**src/emc_pkg.sv**
```systemverilog
package emc_pkg;

  // register indices on the plain register port
  localparam logic [7:0] EMC_ADDR_REG = 8'h00;
  localparam logic [7:0] EMC_DATA_LOW = 8'h01;
  localparam logic [7:0] EMC_DATA_HIGH = 8'h02;
  localparam logic [7:0] EMC_DATA0_LOW = 8'h03;
  localparam logic [7:0] EMC_DATA0_HIGH = 8'h04;
  localparam logic [7:0] EMC_DATA1_LOW = 8'h05;
  localparam logic [7:0] EMC_DATA1_HIGH = 8'h06;
  localparam logic [7:0] EMC_DATA2_LOW = 8'h07;
  localparam logic [7:0] EMC_DATA2_HIGH = 8'h08;
  localparam logic [7:0] EMC_DATA3_LOW = 8'h09;
  localparam logic [7:0] EMC_DATA3_HIGH = 8'h0A;
  localparam logic [7:0] EMC_CONTROL = 8'h0B;

  // control register field positions
  localparam int EMC_TSEL_HI = 7;
  localparam int EMC_TSEL_LO = 6;
  localparam int EMC_ERASE_EN = 5;
  localparam int EMC_ERASE_GO = 4;
  localparam int EMC_WRITE_EN = 3;
  localparam int EMC_WRITE_GO = 2;
  localparam int EMC_READ_EN = 1;
  localparam int EMC_READ_GO = 0;

  // reset values
  localparam logic [7:0] EMC_REG_RESET = 8'h00;
  localparam logic [4:0] EMC_ADDR_RESET = 5'h00;
  localparam logic [1:0] EMC_TSEL_RESET = 2'h0;

  // store geometry
  localparam int EMC_WORDS = 32;
  localparam int EMC_WORD_W = 14;
  localparam int EMC_PAGE_WORDS = 16;
  localparam int EMC_UNIT_WORDS = 4;

  // timing: 2 ms base, doubled per step of the time select field
  localparam int EMC_CLK_PERIOD_NS = 40;
  localparam int EMC_EW_BASE_TIME_NS = 2000000;
  localparam int EMC_EW_BASE_CYCLES = EMC_EW_BASE_TIME_NS / EMC_CLK_PERIOD_NS;
  localparam int EMC_READ_TIME_NS = 160;
  localparam int EMC_READ_CYCLES =
    (EMC_READ_TIME_NS + EMC_CLK_PERIOD_NS - 1) / EMC_CLK_PERIOD_NS;
  localparam int EMC_CNT_W = 20;

  typedef enum logic [1:0] {
    ST_IDLE,
    ST_ERASE,
    ST_WRITE,
    ST_READ
  } emc_state_t;

endpackage

```
**src/emc_nv_ctrl.sv**
```systemverilog
`timescale 1ns/10ps
`default_nettype none
// Functional notes
// RULE_01 - store holds 32 words of 14 bits
// RULE_02 - erase whole 16-word pages, read single words
// RULE_03 - software erases page before programming it
// RULE_04 - write one word, or aligned four-word unit
// RULE_05 - erase page picked by address bit 4 only
// RULE_06 - address bits 4..0 kept, 7..5 read zero
// RULE_07 - data split low 8, high 6 bits
// RULE_08 - four-pair variant has four data pairs
// RULE_09 - time select: 2, 4, 8, 16 ms
// RULE_10 - erase blocked while erase enable clear
// RULE_11 - erase end clears erase enable and start
// RULE_12 - erase start ignored without erase enable
// RULE_13 - erase start reads one while erasing
// RULE_14 - write blocked while write enable clear
// RULE_15 - write end clears write enable and start
// RULE_16 - write start launches write, reads busy
// RULE_17 - write start ignored without write enable
// RULE_18 - read start with read enable reads word
// RULE_19 - enable then start on consecutive cycles
// RULE_20 - cpu stalled for whole operation
// RULE_21 - counter times erase and write cycles
// RULE_22 - new starts ignored while operation runs
module emc_nv_ctrl
  import emc_pkg::*;
#(
  parameter int FOUR_PAIR = 0,
  parameter int EW_BASE_CYCLES = EMC_EW_BASE_CYCLES
)
(
  input wire logic clock_i,
  input wire logic resetn_i,
  input wire logic [7:0] reg_addr_i,
  input wire logic [7:0] reg_wdata_i,
  input wire logic reg_wr_i,
  input wire logic reg_rd_i,
  output logic [7:0] reg_rdata_o,
  output logic cpu_stall_o
);

  localparam int PAIRS = (FOUR_PAIR != 0) ? EMC_UNIT_WORDS : 1;

  emc_state_t state_r;
  logic [4:0] addr_r;
  logic [7:0] data_lo_r [PAIRS];
  logic [5:0] data_hi_r [PAIRS];
  logic [1:0] tsel_r;
  logic erase_en_r;
  logic erase_go_r;
  logic write_en_r;
  logic write_go_r;
  logic read_en_r;
  logic read_go_r;
  logic erase_arm_r;
  logic write_arm_r;
  logic [EMC_CNT_W-1:0] cnt_r;
  logic [EMC_WORD_W-1:0] mem_r [EMC_WORDS];
  logic [7:0] rdata_nxt;

  logic busy;
  logic ctrl_wr;
  logic erase_launch;
  logic write_launch;
  logic read_launch;
  logic op_done;
  logic [EMC_CNT_W-1:0] ew_cycles;

  assign busy = (state_r != ST_IDLE);
  assign ctrl_wr = reg_wr_i && !busy && (reg_addr_i == EMC_CONTROL); // see RULE_22
  // start only if enable was set by the write in the cycle before
  assign erase_launch = ctrl_wr && reg_wdata_i[EMC_ERASE_GO] &&
                        erase_en_r && erase_arm_r; // see RULE_12 see RULE_19
  assign write_launch = ctrl_wr && !erase_launch &&
                        reg_wdata_i[EMC_WRITE_GO] &&
                        write_en_r && write_arm_r; // see RULE_17 see RULE_19
  assign read_launch = ctrl_wr && !erase_launch && !write_launch &&
                       reg_wdata_i[EMC_READ_GO] && read_en_r; // see RULE_18
  assign op_done = busy && (cnt_r == EMC_CNT_W'(1));
  // duration taken from the time select written with the start bit
  assign ew_cycles = EMC_CNT_W'(EW_BASE_CYCLES) <<
                     reg_wdata_i[EMC_TSEL_HI:EMC_TSEL_LO]; // see RULE_09

  // operation sequencer
  always_ff @(posedge clock_i)
  begin
    if (!resetn_i)
    begin
      state_r <= ST_IDLE;
    end
    else
    begin
      case (state_r)
        ST_IDLE:
        begin
          if (erase_launch)
          begin
            state_r <= ST_ERASE; // see RULE_10
          end
          else if (write_launch)
          begin
            state_r <= ST_WRITE; // see RULE_14
          end
          else if (read_launch)
          begin
            state_r <= ST_READ;
          end
        end
        default:
        begin
          if (op_done)
          begin
            state_r <= ST_IDLE;
          end
        end
      endcase
    end
  end

  // cycle timer
  always_ff @(posedge clock_i)
  begin
    if (!resetn_i)
    begin
      cnt_r <= '0;
    end
    else if (erase_launch || write_launch)
    begin
      cnt_r <= ew_cycles; // see RULE_21
    end
    else if (read_launch)
    begin
      cnt_r <= EMC_CNT_W'(EMC_READ_CYCLES);
    end
    else if (busy)
    begin
      cnt_r <= cnt_r - EMC_CNT_W'(1); // see RULE_21
    end
  end

  // erase arming, one cycle wide
  always_ff @(posedge clock_i)
  begin
    if (!resetn_i)
    begin
      erase_arm_r <= 1'b0;
    end
    else
    begin
      erase_arm_r <= ctrl_wr && reg_wdata_i[EMC_ERASE_EN]; // see RULE_19
    end
  end

  // write arming, one cycle wide
  always_ff @(posedge clock_i)
  begin
    if (!resetn_i)
    begin
      write_arm_r <= 1'b0;
    end
    else
    begin
      write_arm_r <= ctrl_wr && reg_wdata_i[EMC_WRITE_EN]; // see RULE_19
    end
  end

  // time select field
  always_ff @(posedge clock_i)
  begin
    if (!resetn_i)
    begin
      tsel_r <= EMC_TSEL_RESET;
    end
    else if (ctrl_wr)
    begin
      tsel_r <= reg_wdata_i[EMC_TSEL_HI:EMC_TSEL_LO]; // see RULE_09
    end
  end

  // erase enable and start bits
  always_ff @(posedge clock_i)
  begin
    if (!resetn_i)
    begin
      erase_en_r <= 1'b0;
      erase_go_r <= 1'b0;
    end
    else if (ctrl_wr)
    begin
      erase_en_r <= reg_wdata_i[EMC_ERASE_EN];
      erase_go_r <= erase_launch; // see RULE_13
    end
    else if (op_done && state_r == ST_ERASE)
    begin
      erase_en_r <= 1'b0; // see RULE_11
      erase_go_r <= 1'b0; // see RULE_11
    end
  end

  // write enable and start bits
  always_ff @(posedge clock_i)
  begin
    if (!resetn_i)
    begin
      write_en_r <= 1'b0;
      write_go_r <= 1'b0;
    end
    else if (ctrl_wr)
    begin
      write_en_r <= reg_wdata_i[EMC_WRITE_EN];
      write_go_r <= write_launch; // see RULE_16
    end
    else if (op_done && state_r == ST_WRITE)
    begin
      write_en_r <= 1'b0; // see RULE_15
      write_go_r <= 1'b0; // see RULE_15
    end
  end

  // read enable and start bits
  always_ff @(posedge clock_i)
  begin
    if (!resetn_i)
    begin
      read_en_r <= 1'b0;
      read_go_r <= 1'b0;
    end
    else if (ctrl_wr)
    begin
      read_en_r <= reg_wdata_i[EMC_READ_EN];
      read_go_r <= read_launch; // see RULE_18
    end
    else if (op_done && state_r == ST_READ)
    begin
      read_go_r <= 1'b0; // see RULE_18
    end
  end

  // address register
  always_ff @(posedge clock_i)
  begin
    if (!resetn_i)
    begin
      addr_r <= EMC_ADDR_RESET; // see RULE_06
    end
    else if (reg_wr_i && !busy && reg_addr_i == EMC_ADDR_REG)
    begin
      addr_r <= reg_wdata_i[4:0]; // see RULE_06
    end
  end

  // data register pairs
  always_ff @(posedge clock_i)
  begin
    if (!resetn_i)
    begin
      for (int i = 0; i < PAIRS; i++)
      begin
        data_lo_r[i] <= EMC_REG_RESET; // see RULE_07
        data_hi_r[i] <= EMC_REG_RESET[5:0];
      end
    end
    else if (op_done && state_r == ST_READ)
    begin
      data_lo_r[0] <= mem_r[addr_r][7:0];
      data_hi_r[0] <= mem_r[addr_r][13:8];
    end
    else if (reg_wr_i && !busy)
    begin
      for (int i = 0; i < PAIRS; i++)
      begin
        if (reg_addr_i == pair_low(i))
        begin
          data_lo_r[i] <= reg_wdata_i; // see RULE_07
        end
        else if (reg_addr_i == pair_low(i) + 8'h01)
        begin
          data_hi_r[i] <= reg_wdata_i[5:0]; // see RULE_07
        end
      end
    end
  end

  // offset of a pair's low register; four-pair variant uses its own block
  function automatic logic [7:0] pair_low(input int idx);
    logic [7:0] base;
    base = (FOUR_PAIR != 0) ? EMC_DATA0_LOW : EMC_DATA_LOW;
    pair_low = base + 8'(2 * idx); // see RULE_08
  endfunction

  // storage array, deliberately not reset: contents are non-volatile
  always_ff @(posedge clock_i)
  begin
    if (op_done && state_r == ST_ERASE)
    begin
      for (int j = 0; j < EMC_PAGE_WORDS; j++)
      begin
        mem_r[{addr_r[4], 4'(j)}] <= '0; // see RULE_02 see RULE_05
      end
    end
    else if (op_done && state_r == ST_WRITE)
    begin
      if (FOUR_PAIR != 0)
      begin
        for (int k = 0; k < PAIRS; k++)
        begin
          mem_r[{addr_r[4:2], 2'(k)}] <=
            {data_hi_r[k], data_lo_r[k]}; // see RULE_04
        end
      end
      else
      begin
        mem_r[addr_r] <= {data_hi_r[0], data_lo_r[0]}; // see RULE_04 see RULE_01
      end
    end
  end

  // read data multiplexer
  always_comb
  begin
    rdata_nxt = 8'h00;
    if (reg_addr_i == EMC_ADDR_REG)
    begin
      rdata_nxt = {3'h0, addr_r}; // see RULE_06
    end
    else if (reg_addr_i == EMC_CONTROL)
    begin
      rdata_nxt = {tsel_r, erase_en_r, erase_go_r,
                   write_en_r, write_go_r, read_en_r, read_go_r};
    end
    else
    begin
      for (int i = 0; i < PAIRS; i++)
      begin
        if (reg_addr_i == pair_low(i))
        begin
          rdata_nxt = data_lo_r[i];
        end
        else if (reg_addr_i == pair_low(i) + 8'h01)
        begin
          rdata_nxt = {2'h0, data_hi_r[i]}; // see RULE_07
        end
      end
    end
  end

  // read data stands one cycle only
  always_ff @(posedge clock_i)
  begin
    if (!resetn_i)
    begin
      reg_rdata_o <= 8'h00;
    end
    else
    begin
      reg_rdata_o <= reg_rd_i ? rdata_nxt : 8'h00;
    end
  end

  // stall from launch to completion
  always_ff @(posedge clock_i)
  begin
    if (!resetn_i)
    begin
      cpu_stall_o <= 1'b0;
    end
    else if (erase_launch || write_launch || read_launch)
    begin
      cpu_stall_o <= 1'b1; // see RULE_20
    end
    else if (op_done)
    begin
      cpu_stall_o <= 1'b0; // see RULE_20
    end
  end

endmodule
`default_nettype wire

```
**config.mk**
```make
export PLATFORM = sky130hd
export DESIGN_NAME = emc_nv_ctrl
export DESIGN_NICKNAME = d
export VERILOG_FILES = /design/src/emc_pkg.sv /design/src/emc_nv_ctrl.sv
export SDC_FILE = /design/constraint.sdc
export NUM_CORES = 1
export LEC_CHECK = 0
export BUFFER_PORTS_ARGS = -buffer_cell sky130_fd_sc_hd__buf_2
export CAP_MARGIN = 30
export CORE_MARGIN = 8
export CORE_UTILIZATION = 45
export CTS_CLUSTER_DIAMETER = 80
export DETAILED_ROUTE_END_ITERATION = 8
export PLACE_DENSITY = 0.57
export SYNTH_ARGS = -nofsm -noshare
export SYNTH_HDL_FRONTEND = slang
export SYNTH_SLANG_ARGS = --single-unit
```
**constraint.sdc**
```tcl
create_clock -name clock_i -period 6.28 [get_ports clock_i]
set_input_delay 1.57 -clock clock_i [delete_from_list [all_inputs] [get_ports clock_i]]
set_output_delay 1.57 -clock clock_i [all_outputs]
set_load 0.05 [all_outputs]
```
==> results list <==
- The flow ran to the end, and the final reports show no timing, DRC or antenna violations.
- Standard cell core area: roughly 52000 sq um
- Routed wirelength normalized by instance count: ~25 um
* Area share of xor/xnor cells in the synthesized design: less than 1%
* Wire length of the first global-routing pass: 91.9 mm
- Power density over the cells: approximately 270 nW/um^2
- CTS HTree Levels: 2
* Largest area contributor in the synthesized netlist: sky130_fd_sc_hd__edfxtp_1
- Final-report setup violation count: 0
- Worst setup slack for register-to-register paths: ~2.3 ns
* Layout cell share with drive strength beyond 1: around 17%
- In this run, synthesis produced a sequential element count of just over 500.
- Cell types occupying the most area after synthesis: sky130_fd_sc_hd__edfxtp_1 58%, sky130_fd_sc_hd__and2_1 12%, sky130_fd_sc_hd__mux4_2 7.2%
* Worst path bufs/invs: 1
- Mux share of post-synthesis cell area: 11.5%
* Part of the Yosys area used for sequential elements: between 60% and 70%
- Hold timing on the final database bottoms out at a slack of 0.469 ns.
- Path type of the worst min-delay path: flop to flop
* Share of the cycle needed by the critical path after routing: between 60% and 70%
* Max Clock Skew: about 0.021 ns
- In the routed design, unresolved DRC markers number 0.
* Vias in the first global route: 14100
- The share of total power dissipated in combinational logic is approximately 1.2%.
- The worst path in the final design needs a cycle of between 4 and 5 ns, including I/O delays and setup.
- Based on the critical path, the design can be clocked at up to roughly 0.25 GHz.
- Number of max-cap violations: 0
- FP Rows: 84
* Kind of cell adding the most delay to the critical path: simple AND/OR/NAND/NOR gates
- The synthesized netlist devotes 0.368% of its cell area to adder and majority cells.
- Signal routing reaches up to met4.
- For this design the total switching power over the nets is approximately 1400 uW.
- Area fraction in compound gates after synthesis: under 10%
- Post-CTS setup repair buffer count: 0
- TritonCTS built the clock tree.
* Worst slew margin relative to its limit: about 28%
* Number of I/O pins: 29
- The clock passes through at most 3 buffers.
- Antenna-violating nets left: 0
- Most used cell along the critical path: sky130_fd_sc_hd__or4_4
* Overall die height: around 250 um
* Sort of element at the start of the critical path: flop
- Required arrival time at the worst endpoint: between 6 and 7 ns
* Largest net degree at the start of global routing: 62
- Leakage component of the power: 0.00767 uW
* Most numerous cell in the Yosys netlist: sky130_fd_sc_hd__edfxtp_1
* RSZ-0062 raised after global routing: no
- Of the post-synthesis cell area, the dominant cell type holds ~58%.
- Critical Setup Path Class: flop to flop
- Among all stages on the critical path, the largest delay is contributed by sky130_fd_sc_hd__nor4_1.
- Traced cell by cell, the critical path runs through or4_4, or4_4, nor4_1, nand2_1, o21ai_1, buf_4.
- Switch share: 20.2%
- Number of nets in the final layout: 1745
- The congestion estimate from routability-driven global placement came to approximately 0.85.
- Max stage delay on crit path: 0.73 ns
* Met2 wire length: between 30 and 40 mm
- Of all flip-flops after synthesis, the portion carrying an async set or reset was 0%.
* Arrival time at the worst endpoint: 4.33 ns
* Crit end category: flop
* Total nets after synthesis: 1756
* Internal Dissipation: between 5000 and 6000 uW
- Dominant combinational cell family by area after synthesis: simple AND/OR/NAND/NOR gates
- Actual slew at the worst max-slew pin: between 1 and 1.5 ns
- Detailed placement ended at an HPWL of ~39 mm.
- # clock sinks: around 510
- Primary FF master, synth: sky130_fd_sc_hd__edfxtp_1
- Counting flops with a built-in enable in the synthesized netlist gives 462.
- Port-buffer cells: 28
- Buffers inserted during clock tree synthesis total 54.
- Syn Area/Cell: roughly 14 sq um
* Yosys cell types: 70
- The initial utilization of the core area, before any placement, comes to ~45%.
- Buffers inserted to repair hold after CTS numbered 0.
* Setup Total Neg Slack: 0 ns
- Along the worst path, the maximum fanout reaches 16.
- Root Buffer Master: sky130_fd_sc_hd__clkbuf_16
* Fraction of the mapped netlist area in simple logic gates: ~17%
- The cell count after synthesis came out at roughly 1700.
- In the routed layout, each cell is associated on average with a via count of 5.84.
- Maximum ir drop on the vdd rail: between 0.15 and 0.2 mV
* Total routed wire length on the met1 layer: 27.0 mm
- Final Hold Violating Endpoints: 0
* Chip Width: about 250 um
- The final-report max-slew violation count came to 0.
* Summed instance area of the synthesized netlist: 23800 sq um
- Post-cts resize count: 0
- Iteration-0 DRC Markers: approximately 1300
- Met3 layer wire length in the routed design: 3.46 mm
- Pre-Repair DR Iteration Count: 6
- Clock network power share: 46.3%
- Across all layers, the routed design uses 14300 vias.
- DRT Wirelength: 62.0 mm
- The floorplan step defined a die boundary enclosing ~61000 sq um.
- Sequential group share of total power: a little over half
- Area added between synthesis and finish: 11.2%
- Ys Warns: 0
- Commonest cells in the netlist: 462 x sky130_fd_sc_hd__edfxtp_1, 453 x sky130_fd_sc_hd__and2_1, 109 x sky130_fd_sc_hd__clkbuf_1
- Initial antenna violation count: 0
- In the global route stage, overall resource usage came out at approximately 20%.
- Reg clk slew, reported paths: 0.06 ns
- Skew-Pair Late Insertion Delay: about 0.6 ns
- The total overflow left after global routing is 0.
## layout make-up
class | instances | area, sq um
diodes | 1 | 2.50
flip-flops and latches | 513 | 14900
clock buffers | 69 | 1500
multi-input cells | 1057 | 8290
well taps | 688 | 861
repair buffers | 83 | 586
clock inverters | 32 | 299
fillers | 4408 | 26000
inverters | 9 | 33.8
## worst paths after layout
kind / start / endpoint / cells after the start
worst min register to register: tsel_r[0]$_SDFFE_PN0N_ / tsel_r[0]$_SDFFE_PN0N_ / 2
worst max-delay path: cnt_r[10]$_SDFFE_PN0P_ / mem_r[30][1]$_SDFFCE_PN0P_ / 6
worst max register to register: cnt_r[10]$_SDFFE_PN0P_ / mem_r[30][1]$_SDFFCE_PN0P_ / 6
worst min-delay path: tsel_r[0]$_SDFFE_PN0N_ / tsel_r[0]$_SDFFE_PN0N_ / 2
## flip-flops by register name, indices dropped and copies added, names as in the netlist, named ones only
name,count
mem_r,448
cnt_r,20
data_lo_r,8
reg_rdata_o,8
data_hi_r,6
addr_r,5
state_r,2
tsel_r,2
cpu_stall_o,1
erase_arm_r,1
erase_en_r,1
erase_go_r,1
read_en_r,1
read_go_r,1
write_arm_r,1
write_en_r,1
write_go_r,1
## through the flow
step	cell area, sq um	worst slack, ns	instances	util, %	total power [uW]
2_1_floorplan	23800	2.62	1729	-	3780
3_3_place_gp	24600	2.19	2344	46.9	3840
3_5_place_dp	24700	2.27	2349	47.0	3840
4_1_cts	26500	2.26	2450	50.4	7070
5_1_grt	26500	2.10	2451	50.5	7210
6_report	26500	2.27	2452	50.5	7030
## kinds of logic after synthesis
family                     after synthesis
and+or+nand+nor                        673
DFF                                    513
AOI/OAI and AO/OA                      194
muxes                                  177
buffers and inverters                  159
adders and majority gates                7
xor gates and xnor gates                 6
## layer usage
metal | global-route usage (%) | vias up
li1 | - | 6369
met4 | 5.66 | 0
met1 | 27.8 | 7389
met2 | 33.2 | 475
met3 | 3.26 | 85
met5 | 0 | -
## layout by cell type, fill, tap and decap left out, types with 16 or more instances in the layout
cell / Yosys / layout
sky130_fd_sc_hd__a211oi_1: 18 / 18
sky130_fd_sc_hd__a21oi_1: 40 / 40
sky130_fd_sc_hd__and2_1: 453 / 453
sky130_fd_sc_hd__buf_2: 14 / 28
sky130_fd_sc_hd__buf_4: 3 / 52
sky130_fd_sc_hd__clkbuf_16: 0 / 56
sky130_fd_sc_hd__clkinv_1: 1 / 16
sky130_fd_sc_hd__dfxtp_1: 51 / 47
sky130_fd_sc_hd__edfxtp_1: 462 / 462
sky130_fd_sc_hd__mux2i_1: 90 / 90
sky130_fd_sc_hd__mux4_2: 76 / 76
sky130_fd_sc_hd__nand2_1: 32 / 32
sky130_fd_sc_hd__nor2_1: 72 / 72
sky130_fd_sc_hd__o21ai_1: 0 / 27
sky130_fd_sc_hd__o22ai_1: 20 / 20
## worst min-delay path: cells and delay by family, from the launching register on
kind	cells	cell delay, ns
flip-flops	1	0.31
AND/OR/NAND/NOR	1	0.05
AO/OA/AOI/OAI	1	0.06
## power by group through the flow
stage	registers [uW]	clock network [uW]	logic [uW]
after floorplan	3750	0	37.2
after global placement	3760	0	81.5
after detailed placement	3760	0	83.7
after CTS	3690	3300	83.9
after global routing	3690	3440	87.7
final	3690	3260	84.0
No activity file was read; power rests on OpenSTA's default activity.
